## src/inc/pid_cfg.svh

```systemverilog
`ifndef PID_CFG_SVH
`define PID_CFG_SVH

// Operation codes whose values are known for the operate function.
`define OP_ADD 32'h0000_0005
`define OP_SUB 32'h0000_000C
`define OP_MUL 32'h0000_0053
`define OP_FMUL 32'h0000_0072
`define OP_DIV 32'h0000_002C
`define OP_REM 32'h0000_001F
`define OP_LADD 32'h0000_0016
`define OP_LSUB 32'h0000_0038
`define OP_LDIV 32'h0000_001A
`define OP_CWORD 32'h0000_0056

// Basic processor cycles per direct function, not counting prefixes.
`define CYC_J 6'h03
`define CYC_ONE 6'h01
`define CYC_TWO 6'h02
`define CYC_CALL 6'h07
`define CYC_OPR 6'h00
`define CYC_PREFIX 6'h01

// One processor cycle is 50 ns at 20 MHz; this block is clocked at 200 MHz.
`define PROC_CYCLE_NS 50
`define CLOCK_MHZ 200
`define PROC_CLKS ((`PROC_CYCLE_NS * `CLOCK_MHZ + 999) / 1000)

`endif

```

## src/inc/pid_pkg.sv

```systemverilog
package pid_pkg;

	// Function selected by the upper nibble of an instruction byte.
	typedef enum logic [3:0] {
		FN_JUMP = 4'h0, FN_LOCAL_PTR = 4'h1, FN_PREFIX = 4'h2, FN_NL_LOAD = 4'h3,
		FN_LOAD_CONST = 4'h4, FN_NL_PTR = 4'h5, FN_NEG_PREFIX = 4'h6, FN_LOCAL_LOAD = 4'h7,
		FN_ADD_CONST = 4'h8, FN_CALL = 4'h9, FN_COND_JUMP = 4'hA, FN_ADJ_WS = 4'hB,
		FN_EQ_CONST = 4'hC, FN_LOCAL_STORE = 4'hD, FN_NL_STORE = 4'hE, FN_OPERATE = 4'hF
	} fn_t;

endpackage : pid_pkg

```

## src/core/instruction_attributes.sv

```systemverilog
`timescale 1ns/1ps
`default_nettype none
`include "pid_cfg.svh"

// Operation codes without a fixed value here are parameters; defaults are arbitrary.
module instruction_attributes #(
	parameter logic [31:0] OP_IN_MSG = 32'h0000_00E0,
	parameter logic [31:0] OP_OUT_MSG = 32'h0000_00E1,
	parameter logic [31:0] OP_OUT_BYTE = 32'h0000_00E2,
	parameter logic [31:0] OP_OUT_WORD = 32'h0000_00E3,
	parameter logic [31:0] OP_TALT_WAIT = 32'h0000_00E4,
	parameter logic [31:0] OP_TIMER_IN = 32'h0000_00E5,
	parameter logic [31:0] OP_STOP_ERR = 32'h0000_00E6,
	parameter logic [31:0] OP_ALT_WAIT = 32'h0000_00E7,
	parameter logic [31:0] OP_LOOP_END = 32'h0000_00E8,
	parameter logic [31:0] OP_END_PROC = 32'h0000_00E9,
	parameter logic [31:0] OP_STOP_PROC = 32'h0000_00EA,
	parameter logic [31:0] OP_MULTIPLY = 32'h0000_00EB,
	parameter logic [31:0] OP_SET_ERR = 32'h0000_00EC,
	parameter logic [31:0] OP_TEST_CLR = 32'h0000_00ED,
	parameter logic [31:0] OP_FAULT_MERGE = 32'h0000_00EE,
	parameter logic [31:0] OP_CSUB0 = 32'h0000_00EF,
	parameter logic [31:0] OP_CHECK_SINGLE = 32'h0000_00D0,
	parameter logic [31:0] OP_CCNT1 = 32'h0000_00D1,
	parameter logic [31:0] OP_FP_ENTRY = 32'h0000_00D2,
	parameter logic [63:0] FP_FAULT_SEL = 64'hFFFF_FFFF_FFFF_FFFF
) (
	input wire logic [3:0] fn,
	input wire logic [31:0] operand,
	input wire logic [31:0] selector,
	output logic desched,
	output logic int_fault,
	output logic float_fault,
	output logic fp_entry,
	output logic fault_merge,
	output logic fault_set,
	output logic fault_test_clear
);

	logic opr;
	logic [31:0] op;

	// Zero-operand operations only exist behind the operate function.
	assign opr = (fn == pid_pkg::FN_OPERATE);
	assign op = operand;

	// Only these instructions let the scheduler or a halt request act.
	assign desched = (fn == pid_pkg::FN_JUMP) || (opr && ( // RQ13 RQ18
		op == OP_IN_MSG || op == OP_OUT_MSG || op == OP_OUT_BYTE ||
		op == OP_OUT_WORD || op == OP_TALT_WAIT || op == OP_TIMER_IN ||
		op == OP_STOP_ERR || op == OP_ALT_WAIT || op == OP_LOOP_END ||
		op == OP_END_PROC || op == OP_STOP_PROC));

	// Only these may touch the integer fault flag directly.
	assign int_fault = (fn == pid_pkg::FN_ADD_CONST) || (opr && ( // RQ15 RQ18
		op == `OP_ADD || op == `OP_SUB || op == `OP_REM || op == OP_MULTIPLY ||
		op == `OP_MUL || op == `OP_FMUL || op == `OP_DIV || op == `OP_LADD ||
		op == `OP_LSUB || op == `OP_LDIV || op == OP_SET_ERR || op == OP_TEST_CLR ||
		op == OP_FAULT_MERGE || op == `OP_CWORD || op == OP_CSUB0 ||
		op == OP_CHECK_SINGLE || op == OP_CCNT1));

	// The float flag is owned by the selected subset of floating-point operations.
	assign fp_entry = opr && (op == OP_FP_ENTRY); // RQ9
	assign float_fault = fp_entry && FP_FAULT_SEL[selector[5:0]]; // RQ17 RQ18
	assign fault_merge = opr && (op == OP_FAULT_MERGE);
	assign fault_set = opr && (op == OP_SET_ERR);
	assign fault_test_clear = opr && (op == OP_TEST_CLR);

endmodule : instruction_attributes
`default_nettype wire

```

## src/core/prefixed_instruction_decode.sv

```systemverilog
// Contract
// (RQ1) An operand below sixteen decodes from one byte with no prefix.
// (RQ2) Larger operands take one prefix byte per extra nibble, high nibble first.
// (RQ3) Negative operands start with a negative prefix byte, function code 6.
// (RQ4) Upper nibble selects one of sixteen functions, zero to F.
// (RQ5) Operation codes below sixteen come in one operate byte.
// (RQ6) Larger operation codes get prefix bytes before the operate byte.
// (RQ7) Every prefix byte costs one extra processor cycle.
// (RQ8) Cycle counts are in processor periods, 50 ns at 20 MHz.
// (RQ9) Floating-point selector comes from the preceding load constant operand.
// (RQ10) The floating-point unit runs alongside the integer processor.
// (RQ11) Variable times follow highest set bit of A or its magnitude.
// (RQ12) Message times count whole words, part words at each end included.
// (RQ13) Processes deschedule only at the listed descheduling instructions.
// (RQ14) A held debug halt request stops at the next descheduling point.
// (RQ15) Only the listed instructions may change the integer fault flag.
// (RQ16) Fault merge sets the integer flag when the float flag is set.
// (RQ17) Only selected floating-point instructions set the float fault flag.
// (RQ18) Each instruction carries descheduling, integer and float fault attributes.
// (RQ19) Prefix ORs nibble then shifts; negative prefix complements first; others clear.
`timescale 1ns/1ps
`default_nettype none
`include "pid_cfg.svh"

module prefixed_instruction_decode #(
	parameter int OPERAND_W = 32,
	parameter int PROC_CLKS = `PROC_CLKS
) (
	input wire logic clock,
	input wire logic arst_n,
	input wire logic byte_valid,
	input wire logic [7:0] byte_in,
	input wire logic debug_halt_request,
	input wire logic int_fault_event,
	input wire logic fp_fault_event,
	input wire logic [OPERAND_W-1:0] reg_a,
	input wire logic [OPERAND_W-1:0] msg_addr,
	input wire logic [OPERAND_W-1:0] msg_len,
	output logic byte_ready_ff,
	output logic issue_valid_ff,
	output logic [3:0] issue_fn_ff,
	output logic [OPERAND_W-1:0] issue_operand_ff,
	output logic [5:0] issue_cycles_ff,
	output logic attr_desched_ff,
	output logic attr_int_fault_ff,
	output logic attr_float_fault_ff,
	output logic fp_issue_ff,
	output logic [OPERAND_W-1:0] fp_selector_ff,
	output logic halted_ff,
	output logic integer_fault_flag_ff,
	output logic float_fault_flag_ff,
	output logic [5:0] a_high_bit_ff,
	output logic [5:0] a_mag_high_bit_ff,
	output logic [OPERAND_W-1:0] msg_words_ff
);

	localparam int WB = OPERAND_W / 8;
	localparam logic [7:0] PACE_LOAD = 8'(PROC_CLKS - 1);

	logic rst_meta_ff, rst_sync_ff;
	logic halt_meta_ff, halt_sync_ff;
	logic [OPERAND_W-1:0] oreg_ff, ldc_operand_ff, full_operand;
	logic [5:0] pfx_cnt_ff;
	logic [7:0] pace_ff, nxt_pace;
	logic take, is_prefix, is_final, nxt_halted;
	logic [3:0] fn;
	logic c_desched, c_int, c_float, c_fp_entry, c_merge, c_set, c_test;
	logic k_merge_ff, k_set_ff, k_test_ff;

	// Highest set bit index; zero when no bit is set.
	function automatic logic [5:0] high_bit(input logic [OPERAND_W-1:0] v);
		logic [5:0] idx;
		idx = 6'h00;
		for (int i = 0; i < OPERAND_W; i++) begin
			if (v[i]) begin
				idx = 6'(i);
			end
		end
		return idx;
	endfunction : high_bit

	// Basic cost of each direct function; operate costs come from the datapath.
	function automatic logic [5:0] base_cycles(input logic [3:0] f);
		logic [5:0] c;
		c = `CYC_ONE;
		unique case (f)
			pid_pkg::FN_JUMP: c = `CYC_J;
			pid_pkg::FN_NL_LOAD, pid_pkg::FN_LOCAL_LOAD, pid_pkg::FN_COND_JUMP,
			pid_pkg::FN_EQ_CONST, pid_pkg::FN_NL_STORE: c = `CYC_TWO;
			pid_pkg::FN_CALL: c = `CYC_CALL;
			pid_pkg::FN_OPERATE: c = `CYC_OPR;
			default: c = `CYC_ONE;
		endcase
		return c;
	endfunction : base_cycles

	// Reset is released through two flops so every flop leaves reset together.
	always_ff @(posedge clock or negedge arst_n) begin
		if (!arst_n) begin
			rst_meta_ff <= 1'b0;
			rst_sync_ff <= 1'b0;
		end else begin
			rst_meta_ff <= 1'b1;
			rst_sync_ff <= rst_meta_ff;
		end
	end

	// The halt pin is asynchronous to this clock.
	always_ff @(posedge clock or negedge rst_sync_ff) begin
		if (!rst_sync_ff) begin
			halt_meta_ff <= 1'b0;
			halt_sync_ff <= 1'b0;
		end else begin
			halt_meta_ff <= debug_halt_request;
			halt_sync_ff <= halt_meta_ff;
		end
	end

	// Byte split and operand assembly.
	assign take = byte_valid && byte_ready_ff;
	assign fn = byte_in[7:4]; // RQ4
	assign is_prefix = (fn == pid_pkg::FN_PREFIX) || (fn == pid_pkg::FN_NEG_PREFIX);
	assign is_final = take && !is_prefix;
	assign full_operand = oreg_ff | {{(OPERAND_W-4){1'b0}}, byte_in[3:0]}; // RQ1

	instruction_attributes u_attr (
		.fn(fn),
		.operand(32'(full_operand)),
		.selector(32'(ldc_operand_ff)),
		.desched(c_desched),
		.int_fault(c_int),
		.float_fault(c_float),
		.fp_entry(c_fp_entry),
		.fault_merge(c_merge),
		.fault_set(c_set),
		.fault_test_clear(c_test)
	);

	// Operand register: a complement before the shift makes the high bits ones.
	always_ff @(posedge clock or negedge rst_sync_ff) begin
		if (!rst_sync_ff) begin
			oreg_ff <= '0;
		end else if (take) begin
			if (fn == pid_pkg::FN_PREFIX) begin
				oreg_ff <= full_operand << 4; // RQ2 RQ6 RQ19
			end else if (fn == pid_pkg::FN_NEG_PREFIX) begin
				oreg_ff <= (~full_operand) << 4; // RQ3 RQ19
			end else begin
				oreg_ff <= '0; // RQ19
			end
		end
	end

	// Prefix count is folded into the instruction cost.
	always_ff @(posedge clock or negedge rst_sync_ff) begin
		if (!rst_sync_ff) begin
			pfx_cnt_ff <= 6'h00;
		end else if (take) begin
			pfx_cnt_ff <= is_prefix ? pfx_cnt_ff + `CYC_PREFIX : 6'h00; // RQ7
		end
	end

	// Each accepted byte holds the next one off for one processor period.
	always_comb begin
		nxt_pace = pace_ff;
		if (take) begin
			nxt_pace = PACE_LOAD; // RQ7 RQ8
		end else if (pace_ff != 8'h00) begin
			nxt_pace = pace_ff - 8'h01;
		end
	end

	// A halt starts on a descheduling instruction and lasts while the pin is held.
	always_comb begin
		nxt_halted = halted_ff;
		if (!halt_sync_ff) begin
			nxt_halted = 1'b0;
		end else if (is_final && c_desched) begin
			nxt_halted = 1'b1; // RQ14
		end
	end

	always_ff @(posedge clock or negedge rst_sync_ff) begin
		if (!rst_sync_ff) begin
			pace_ff <= 8'h00;
			halted_ff <= 1'b0;
			byte_ready_ff <= 1'b0;
		end else begin
			pace_ff <= nxt_pace;
			halted_ff <= nxt_halted;
			byte_ready_ff <= (nxt_pace == 8'h00) && !nxt_halted; // RQ14
		end
	end

	// Issue of a complete instruction with its attributes.
	always_ff @(posedge clock or negedge rst_sync_ff) begin
		if (!rst_sync_ff) begin
			issue_valid_ff <= 1'b0;
			issue_fn_ff <= 4'h0;
			issue_operand_ff <= '0;
			issue_cycles_ff <= 6'h00;
			attr_desched_ff <= 1'b0;
			attr_int_fault_ff <= 1'b0;
			attr_float_fault_ff <= 1'b0;
		end else begin
			issue_valid_ff <= is_final; // RQ1 RQ5
			if (is_final) begin
				issue_fn_ff <= fn;
				issue_operand_ff <= full_operand;
				issue_cycles_ff <= base_cycles(fn) + pfx_cnt_ff; // RQ7 RQ8
				attr_desched_ff <= c_desched; // RQ18
				attr_int_fault_ff <= c_int; // RQ18
				attr_float_fault_ff <= c_float; // RQ18
			end
		end
	end

	// Floating-point work is handed off without stalling the byte stream.
	always_ff @(posedge clock or negedge rst_sync_ff) begin
		if (!rst_sync_ff) begin
			ldc_operand_ff <= '0;
			fp_issue_ff <= 1'b0;
			fp_selector_ff <= '0;
		end else begin
			fp_issue_ff <= is_final && c_fp_entry; // RQ10
			if (is_final && c_fp_entry) begin
				fp_selector_ff <= ldc_operand_ff; // RQ9
			end
			if (is_final && fn == pid_pkg::FN_LOAD_CONST) begin
				ldc_operand_ff <= full_operand; // RQ9
			end
		end
	end

	// Kind of fault operation, kept aligned with the issue pulse.
	always_ff @(posedge clock or negedge rst_sync_ff) begin
		if (!rst_sync_ff) begin
			k_merge_ff <= 1'b0;
			k_set_ff <= 1'b0;
			k_test_ff <= 1'b0;
		end else begin
			k_merge_ff <= is_final && c_merge;
			k_set_ff <= is_final && c_set;
			k_test_ff <= is_final && c_test;
		end
	end

	// Integer flag: a set in the same cycle as a test-and-clear wins.
	always_ff @(posedge clock or negedge rst_sync_ff) begin
		if (!rst_sync_ff) begin
			integer_fault_flag_ff <= 1'b0;
		end else if ((issue_valid_ff && attr_int_fault_ff && int_fault_event) || // RQ15
			k_set_ff || (k_merge_ff && float_fault_flag_ff)) begin // RQ16
			integer_fault_flag_ff <= 1'b1;
		end else if (k_test_ff) begin
			integer_fault_flag_ff <= 1'b0;
		end
	end

	// Float flag is sticky and driven only by its own instruction subset.
	always_ff @(posedge clock or negedge rst_sync_ff) begin
		if (!rst_sync_ff) begin
			float_fault_flag_ff <= 1'b0;
		end else if (issue_valid_ff && attr_float_fault_ff && fp_fault_event) begin
			float_fault_flag_ff <= 1'b1; // RQ17
		end
	end

	// Variable-time terms; a partial word at either end counts as a whole word.
	always_ff @(posedge clock or negedge rst_sync_ff) begin
		if (!rst_sync_ff) begin
			a_high_bit_ff <= 6'h00;
			a_mag_high_bit_ff <= 6'h00;
			msg_words_ff <= '0;
		end else begin
			a_high_bit_ff <= high_bit(reg_a); // RQ11
			a_mag_high_bit_ff <= high_bit(reg_a[OPERAND_W-1] ? -reg_a : reg_a); // RQ11
			msg_words_ff <= OPERAND_W'(((msg_addr % WB) + msg_len + WB - 1) / WB); // RQ12
		end
	end
endmodule : prefixed_instruction_decode
`default_nettype wire

```

## config.mk

```make
export PLATFORM = sky130hd
export DESIGN_NAME = prefixed_instruction_decode
export DESIGN_NICKNAME = d
export VERILOG_FILES = /design/src/inc/pid_pkg.sv /design/src/core/instruction_attributes.sv /design/src/core/prefixed_instruction_decode.sv
export VERILOG_INCLUDE_DIRS = /design/src /design/src/inc
export SDC_FILE = /design/constraint.sdc
export NUM_CORES = 1
export LEC_CHECK = 0
export BUFFER_PORTS_ARGS = -buffer_cell sky130_fd_sc_hd__buf_2
export CORE_UTILIZATION = 51
export DETAILED_ROUTE_END_ITERATION = 6
export PLACE_DENSITY_LB_ADDON = 0.08
export SKIP_CTS_REPAIR_TIMING = 1
export SYNTH_ARGS = -nofsm -noshare
export SYNTH_HDL_FRONTEND = slang
export SYNTH_SLANG_ARGS = --single-unit
```

## constraint.sdc

```tcl
create_clock -name clock -period 8.57 [get_ports clock]
set_clock_uncertainty 0.2 [all_clocks]
set_input_delay 1.714 -clock clock [delete_from_list [all_inputs] [get_ports clock]]
set_output_delay 1.714 -clock clock [all_outputs]
set_load 0.01 [all_outputs]
```

==> results of run 1 <==
==> flip-flops by register name, indices dropped and copies added (netlist names), 4 cells and up <==
| register | cells |
|---|---|
| msg_words_ff | 30 |
| issue_cycles_ff | 6 |
| issue_operand_ff | 32 |
| ldc_operand_ff | 32 |
| a_mag_high_bit_ff | 5 |
| oreg_ff | 28 |
| issue_fn_ff | 4 |
| a_high_bit_ff | 5 |
| pace_ff | 8 |
| pfx_cnt_ff | 6 |
| fp_selector_ff | 32 |
==> synthesized netlist by cell type, drive strengths merged (4+ instances only) <==
cell type,n
a2111oi,4
a211oi,5
a21o,7
a21oi,37
a31o,4
a31oi,4
a41oi,4
and3,7
and4,5
buf,23
clkbuf,52
dfrtp,204
ha,14
inv,20
mux2,64
mux2i,5
nand2,199
nand2b,13
nand3,30
nand4,17
nor2,61
nor2b,9
nor3,24
nor3b,6
nor4,19
nor4b,5
o211ai,6
o21ai,72
o21bai,4
o311ai,4
o31ai,8
o32ai,4
or2,5
or3,6
or4,7
xnor2,65
xor2,23
==> worst max-delay path, stage by stage <==
cell,delay (ns)
buf_2,0.72
inv_1,0.29
nor4_1,0.38
nand4_1,0.11
nand4b_1,0.34
nor4_4,0.31
buf_4,0.47
mux2_2,0.40
==> power groups by stage <==
stage / Combinational [mW] / Sequential, mW / Clock [mW]
2_1_floorplan: 0.293 / 1.22 / 0
3_3_place_gp: 0.461 / 1.22 / 0
3_5_place_dp: 0.471 / 1.22 / 0
4_1_cts: 0.473 / 1.21 / 0.965
5_1_grt: 0.529 / 1.23 / 1.01
6_report: 0.468 / 1.21 / 0.944
==> final timing paths <==
kind | start | end | slack, ns | cells after the start
max | byte_in[6] | fp_selector_ff[29]$_DFFE_PN0P_ | 3.98 | 8
min | rst_meta_ff$_DFF_PN0_ | rst_sync_ff$_DFF_PN0_ | 0.16 | 0
max reg2reg | oreg_ff[23]$_DFFE_PN0P_ | fp_selector_ff[29]$_DFFE_PN0P_ | 5.73 | 6
min reg2reg | rst_meta_ff$_DFF_PN0_ | rst_sync_ff$_DFF_PN0_ | 0.16 | 0
max in group asynchronous | rst_sync_ff$_DFF_PN0_ | k_set_ff$_DFF_PN0_ | 6.49 | 1
min in group asynchronous | rst_sync_ff$_DFF_PN0_ | issue_cycles_ff[3]$_DFFE_PN0P_ | 0.20 | 0
==> logic make-up after synthesis <==
group	Yosys count
other cells	2
buf+inv	96
compound gates	195
simple gates	424
mux	69
xor+xnor	88
fa+ha+maj	16
flops	204
==> per-stage QoR <==
| stage | total power, mW | cells | setup WS (ns) |
|---|---|---|---|
| 3_3_place_gp | 1.68 | 1503 | 3.48 |
| 4_1_cts | 2.65 | 1542 | 3.93 |
| 3_5_place_dp | 1.70 | 1503 | 3.41 |
| 5_1_grt | 2.77 | 1542 | 3.77 |
| 2_1_floorplan | 1.51 | 1097 | 2.26 |
| 6_report | 2.62 | 1543 | 3.98 |
==> layout make-up <==
class / instances / area [um2]
Timing Repair Buffer: 211 / 1080
Clock buffer: 30 / 642
Inverter: 21 / 78.8
Antenna cell: 1 / 2.50
Fill cell: 1796 / 7810
Multi-Input combinational cell: 797 / 5150
Clock inverter: 9 / 90.1
Sequential cell: 204 / 5110
Tap cell: 270 / 338
==> routing by layer <==
metal / global-route usage [%] / routed length (um) / share of wire, %
met1: 31.7 / 10900 / 43
met2: 39.7 / 12100 / 48
met3: 4.69 / 1560 / 6.3
met4: 5.73 / 444 / 1.8
met5: 0 / 0 / 0
==> summary.txt, run 1 <==
post-synthesis mux area share: 7.25%
vias per inst: 5.52
clk buf depth: 3
Seq pwr share: 46.1%
Final Instance Area: 0.0125 mm2
DP Area: 0.0118 mm2
initial DRC count: 517
Synth Area in Simple Gates: 19.7%
Setup CP Type: in2reg
CTS tree: yes
vias in the first global route: 8157
Placeable Area: 0.0203 mm2
Logic pwr share: 17.9%
Initial Utilization: 52.3%
leading cell type in the layout, fill and taps excluded: dfrtp_1
CP Max Fanout: 35
maximum vdd ir drop: 0.123 mV
std cell rows: 52
post-synthesis compound-gate area fraction: 12.0%
NetSw: 0.777 mW
die area: 0.0214 mm2
Yosys top cell area share: 48.0%
Clock power frac: 36.0%
largest net degree at the start of global routing: 72
post-detail-place hpwl: 17400 um
register area share after synthesis: 48.0%
Max-Cap Viols: 0
Synth Area in Adders: 2.03%
Final ANT Viol Nets: 0
cts bufs inserted: 23
Mean Syn Cell Area: 9.71 um2
Synth Area in XOR/XNOR: 7.25%
DRC errors left: 0
Hold Slack: 0.155 ns
Synth area leaders: dfrtp_1 (48%), nand2_1 (7.0%), mux2_2 (6.8%), xnor2_1 (5.4%), o21ai_0 (3.3%)
Final Max Slew Viols: 0
pwr/cell area: 210 mW/mm2
#FFs+latches synth: 204
nets: 1384
Worst Setup End Kind: register
area growth from synthesis to layout: 17.5%
routed len/inst: 16.2 um
layout cells sized above 1: 26.8%
switching share of power: 29.7%
crit path DAT: 4.77 ns
status: finished, final reports clean
Internal Power: 1.84 mW
Gate Count Post-Synth: 1094
GRT overflow: 0
Ports: 237
Util after Layout: 61.5%
Cell Area, Synth: 0.0106 mm2
Sum Neg Setup Slack: 0 ns
IO buf count: 202
CTS clk-pin slew, worst paths: 0.06 ns
Clock Sinks: 204
die width: 146 um
slew margin rel.: 35.4%
clk root buf: clkbuf_16
share of synthesized flip-flops with an asynchronous set or reset: 100%
Setup violations, final: 0
Final Hold Viols: 0
Tmin final: 4.59 ns
clock latency on the worst-skew pair: 0.51 ns
Cell variety after synth: 84
CP startpoint kind: input pin
main combinational cell family by area after synthesis: simple AND/OR/NAND/NOR gates
detailed-route wire length: 25000 um
# H-tree levels: 1
gpl congestion: 0.884
First-pass DRT Iterations: 5
most frequent cells in the layout: dfrtp_1 (203), buf_2 (202), nand2_1 (196), o21ai_0 (71), xnor2_1 (65)
Pleak: 6.01 nW
top_reg_cell synth: dfrtp_1
vias after detailed routing: 8519
Synth area leader: dfrtp_1
antenna violations before repair: 1
fmax: 218 MHz
worst hold-check path type: reg2reg
Tightest Pin Transition: 0.969 ns
die height: 146 um
gr usage total: 23.7%
global-route wire length before repair: 41600 um
Warnings, synthesis: 0
period utilization: 53.6%
Post-synth EDFFs: 0
RSZ-0062 raised after global routing: false
critical path required time: 8.75 ns
Note: power is estimated with default switching activity, not from simulation.
==> inputs of run 2 (changes only) <==
--- a/config.mk
+++ b/config.mk
@@ -6,8 +6,9 @@
 export SDC_FILE = /design/constraint.sdc
 export NUM_CORES = 1
 export LEC_CHECK = 0
+export ABC_AREA = 1
 export BUFFER_PORTS_ARGS = -buffer_cell sky130_fd_sc_hd__buf_2
-export CORE_UTILIZATION = 51
+export CORE_UTILIZATION = 49
 export DETAILED_ROUTE_END_ITERATION = 6
 export PLACE_DENSITY_LB_ADDON = 0.08
 export SKIP_CTS_REPAIR_TIMING = 1
==> constraint.sdc (replaced) <==
create_clock -name clock -period 3.9 [get_ports clock]
set_clock_uncertainty 0.2 [all_clocks]
set_input_delay 0.78 -clock clock [delete_from_list [all_inputs] [get_ports clock]]
set_output_delay 0.78 -clock clock [all_outputs]
set_load 0.01 [all_outputs]
==> run 2 against run 1 <==
Effect of this change: cell area shrank 2.6%; power up 85%; utilization is 0.16 points higher; critical path depth up 7; register-to-register slack worse by 4.3 ns; critical path type unchanged; critical endpoint is now msg_words_ff[29]$_DFF_PN0_.
==> summary.txt, run 2 <==
pwr/cell area: 400 mW/mm2 (+90%)
die height: 145 um (-1.1%)
Synth Area in Simple Gates: 25.8% (+6.1 points)
CP max stage delay: 0.31 ns (-0.41 ns)
die area: 0.0210 mm2 (-2.2%)
Inst Count DP: 1670 (+11%)
Placeable Area: 0.0197 mm2 (-2.9%)
#FFs+latches synth: 204 (unchanged)
reg-to-reg startpoint: oreg_ff[20]$_DFFE_PN0P_
status: finished, final reports clean
fmax: 319 MHz
post-detail-place hpwl: 16600 um (-5.0%)
Final Instance Area: 0.0122 mm2 (-2.6%)
nets: 1557 (+13%)
Synth Area in Adders: 2.16% (+0.13 points)
largest net degree at the start of global routing: 85 (+18%)
routed len/inst: 13.4 um (-18%)
Cell Area, Synth: 0.00998 mm2 (-6.0%)
clock latency on the worst-skew pair: 0.52 ns (about the same)
Hold Startpoint: halt_meta_ff$_DFF_PN0_
Pleak: 6.59 nW (+9.7%)
Tmin final: 3.14 ns
post-synthesis mux area share: 0% (-7.3 points)
Final Hold Viols: 0 (unchanged)
Synth Area in XOR/XNOR: 4.90% (-2.4 points)
crit path DAT: 3.34 ns (-1.43 ns)
layout cells sized above 1: 20.0% (-6.8 points)
worst hold stages: 0 (unchanged)
post-synthesis compound-gate area fraction: 8.98% (-3.0 points)
Worst Setup End Kind: register
Gate Count Post-Synth: 1226 (+12%)
Final ANT Viol Nets: 0 (unchanged)
register area share after synthesis: 51.1% (+3.1 points)
Synth top cells by count: nand2_1 (393), dfrtp_1 (204), inv_1 (131), o21ai_0 (125), nor2_1 (77)
std cell rows: 51 (-1.9%)
antenna violations before repair: 0 (-1)
critical path required time: 4.10 ns (-4.65 ns)
Cell variety after synth: 49 (-42%)
global-route wire length before repair: 37200 um (-11%)
initial DRC count: 499 (-3.5%)
gpl congestion: 0.938 (+6.1%)
vias after detailed routing: 8436 (-0.97%)
Finished Layout Cells: 1712 (+11%)
top_reg_cell synth: dfrtp_1
CP max-delay cell: nor2_1
Synth area leaders: dfrtp_1 (51%), nand2_1 (15%), o21ai_0 (6.3%), inv_1 (4.9%), xor2_1 (3.4%)
Synth area leader: dfrtp_1
RSZ-0062 raised after global routing: false
CTS tree: yes
clk root buf: clkbuf_16
main combinational cell family by area after synthesis: simple AND/OR/NAND/NOR gates
most frequent cells in the layout: nand2_1 (393), dfrtp_1 (203), buf_2 (202), inv_1 (131), o21ai_0 (125)
gr usage total: 22.2% (-1.5 points)
Post-synth EDFFs: 0 (unchanged)
CP Max Fanout: 4 (-89%)
First-pass DRT Iterations: 6 (+1)
Tightest Pin Transition: 0.781 ns (-0.188 ns)
Hold Slack: 0.147 ns (-0.00836 ns)
leading cell type in the layout, fill and taps excluded: nand2_1
CP startpoint kind: input pin
Mean Syn Cell Area: 8.14 um2 (-16%)
top-count cell post-synth: nand2_1
clk buf depth: 3 (unchanged)
Initial Utilization: 50.6% (-1.7 points)
vias per inst: 4.93 (-11%)
CTS clk-pin slew, worst paths: 0.06 ns (about the same)
IO buf count: 202 (unchanged)
area growth from synthesis to layout: 21.8%
Yosys top cell area share: 51.1% (+3.1 points)
share of synthesized flip-flops with an asynchronous set or reset: 100% (unchanged)
slew margin rel.: 47.9% (+13 points)
GRT overflow: 0 (unchanged)
worst-case reg-to-reg path depth: 9 (+3)
# H-tree levels: 1 (unchanged)
crit path cell chain: buf_2 > inv_1 > ha_1 > nor2_1 > fa_1 > nand3_1 > nor2_1 > nand2_1 > nor3_1 > nand4_1 > nor3_1 > nand4_1 > nor2_1 > nand4_1 > xnor2_1
DP Area: 0.0113 mm2 (-3.7%)
die width: 145 um (-1.1%)
maximum vdd ir drop: 0.275 mV (+120%)
Warnings, synthesis: 0 (unchanged)
period utilization: 80.4%
Setup CP Type: in2reg
Max-Cap Viols: 0 (unchanged)
Ports: 237 (unchanged)
total power: 4.86 mW (+85%)
antenna cell count: 0 (-1)
DRC errors left: 0 (unchanged)
Setup violations, final: 0 (unchanged)
vias in the first global route: 7930 (-2.8%)
detailed-route wire length: 22900 um (-8.5%)
Clock Sinks: 204 (unchanged)
biggest regs: fp_selector_ff (32), issue_operand_ff (32), ldc_operand_ff (32)
Sum Neg Setup Slack: 0 ns (unchanged)
R2R Setup Slk: 1.41 ns (-4.32 ns)
cts bufs inserted: 23 (unchanged)
Final Max Slew Viols: 0 (unchanged)
hold path endpoint: halt_sync_ff$_DFF_PN0_
R2R Path End: byte_ready_ff$_DFF_PN0_
worst hold-check path type: reg2reg
run 2: changes by cell type in the layout (fill, tap and decap cells not counted), moves of 28 or more:
cell	delta
nand2_1	+197
inv_1	+111
mux2_2	-64
o21ai_0	+54
xnor2_1	-50
nand3_1	+28
run 2: critical path: cells and delay by family:
kind	cells	cell delay, ns
xor+xnor	1	0.15
fa+ha+maj	2	0.53
buf+inv	2	0.10
simple gates	10	1.75
run 2: how the worst max path moves through the flow:
stage                                startpoint                    endpoint  slack [ns]  depth (start not counted)
after global routing                msg_addr[1]  msg_words_ff[27]$_DFF_PN0_        0.36                         15
after CTS                           msg_addr[1]  msg_words_ff[29]$_DFF_PN0_        0.74                         15
after global placement              msg_addr[1]  msg_words_ff[29]$_DFF_PN0_        0.30                         15
after detailed placement            msg_addr[1]  msg_words_ff[29]$_DFF_PN0_        0.21                         15
after floorplan           rst_sync_ff$_DFF_PN0_  a_high_bit_ff[0]$_DFF_PN0_        0.34                          0
final                               msg_addr[1]  msg_words_ff[29]$_DFF_PN0_        0.76                         15
run 2: layout make-up:
type	count	area (um2)
fillers	1773	7560
inverters	137	514
multi-input cells	845	4200
well taps	265	332
clock buffers	31	666
flip-flops and latches	204	5110
repair buffers	220	1170
clock inverters	10	170
run 2: kinds of logic (layout without fill, tap and decap cells):
group,Yosys count,in the layout
buf+inv,180,398
xor+xnor,55,55
compound gates,168,168
flops,204,204
other cells,2,5
fa+ha+maj,16,16
simple gates,601,601
run 2: report_power, final:
group	leakage, nW	total (mW)	switching [mW]	internal [mW]
Clock	0.407	2.34	0.869	1.47
Sequential	2.53	2.16	0.0181	2.14
Combinational	3.66	0.360	0.230	0.131
run 2: metal layers:
metal  track usage (%)  up-vias  share of wire (%)
met5                 0        -                  0
met3              6.22       28                7.7
met1              28.7     3894                 45
met4              4.93        0                1.3
li1                  -     4293                  -
met2              36.9      221                 46
run 2: through the flow:
step	worst slack (ns)	util, %
2_1_floorplan	0.340	-
3_3_place_gp	0.300	57.4
3_5_place_dp	0.205	57.4
4_1_cts	0.736	61.6
5_1_grt	0.359	61.7
6_report	0.764	61.7
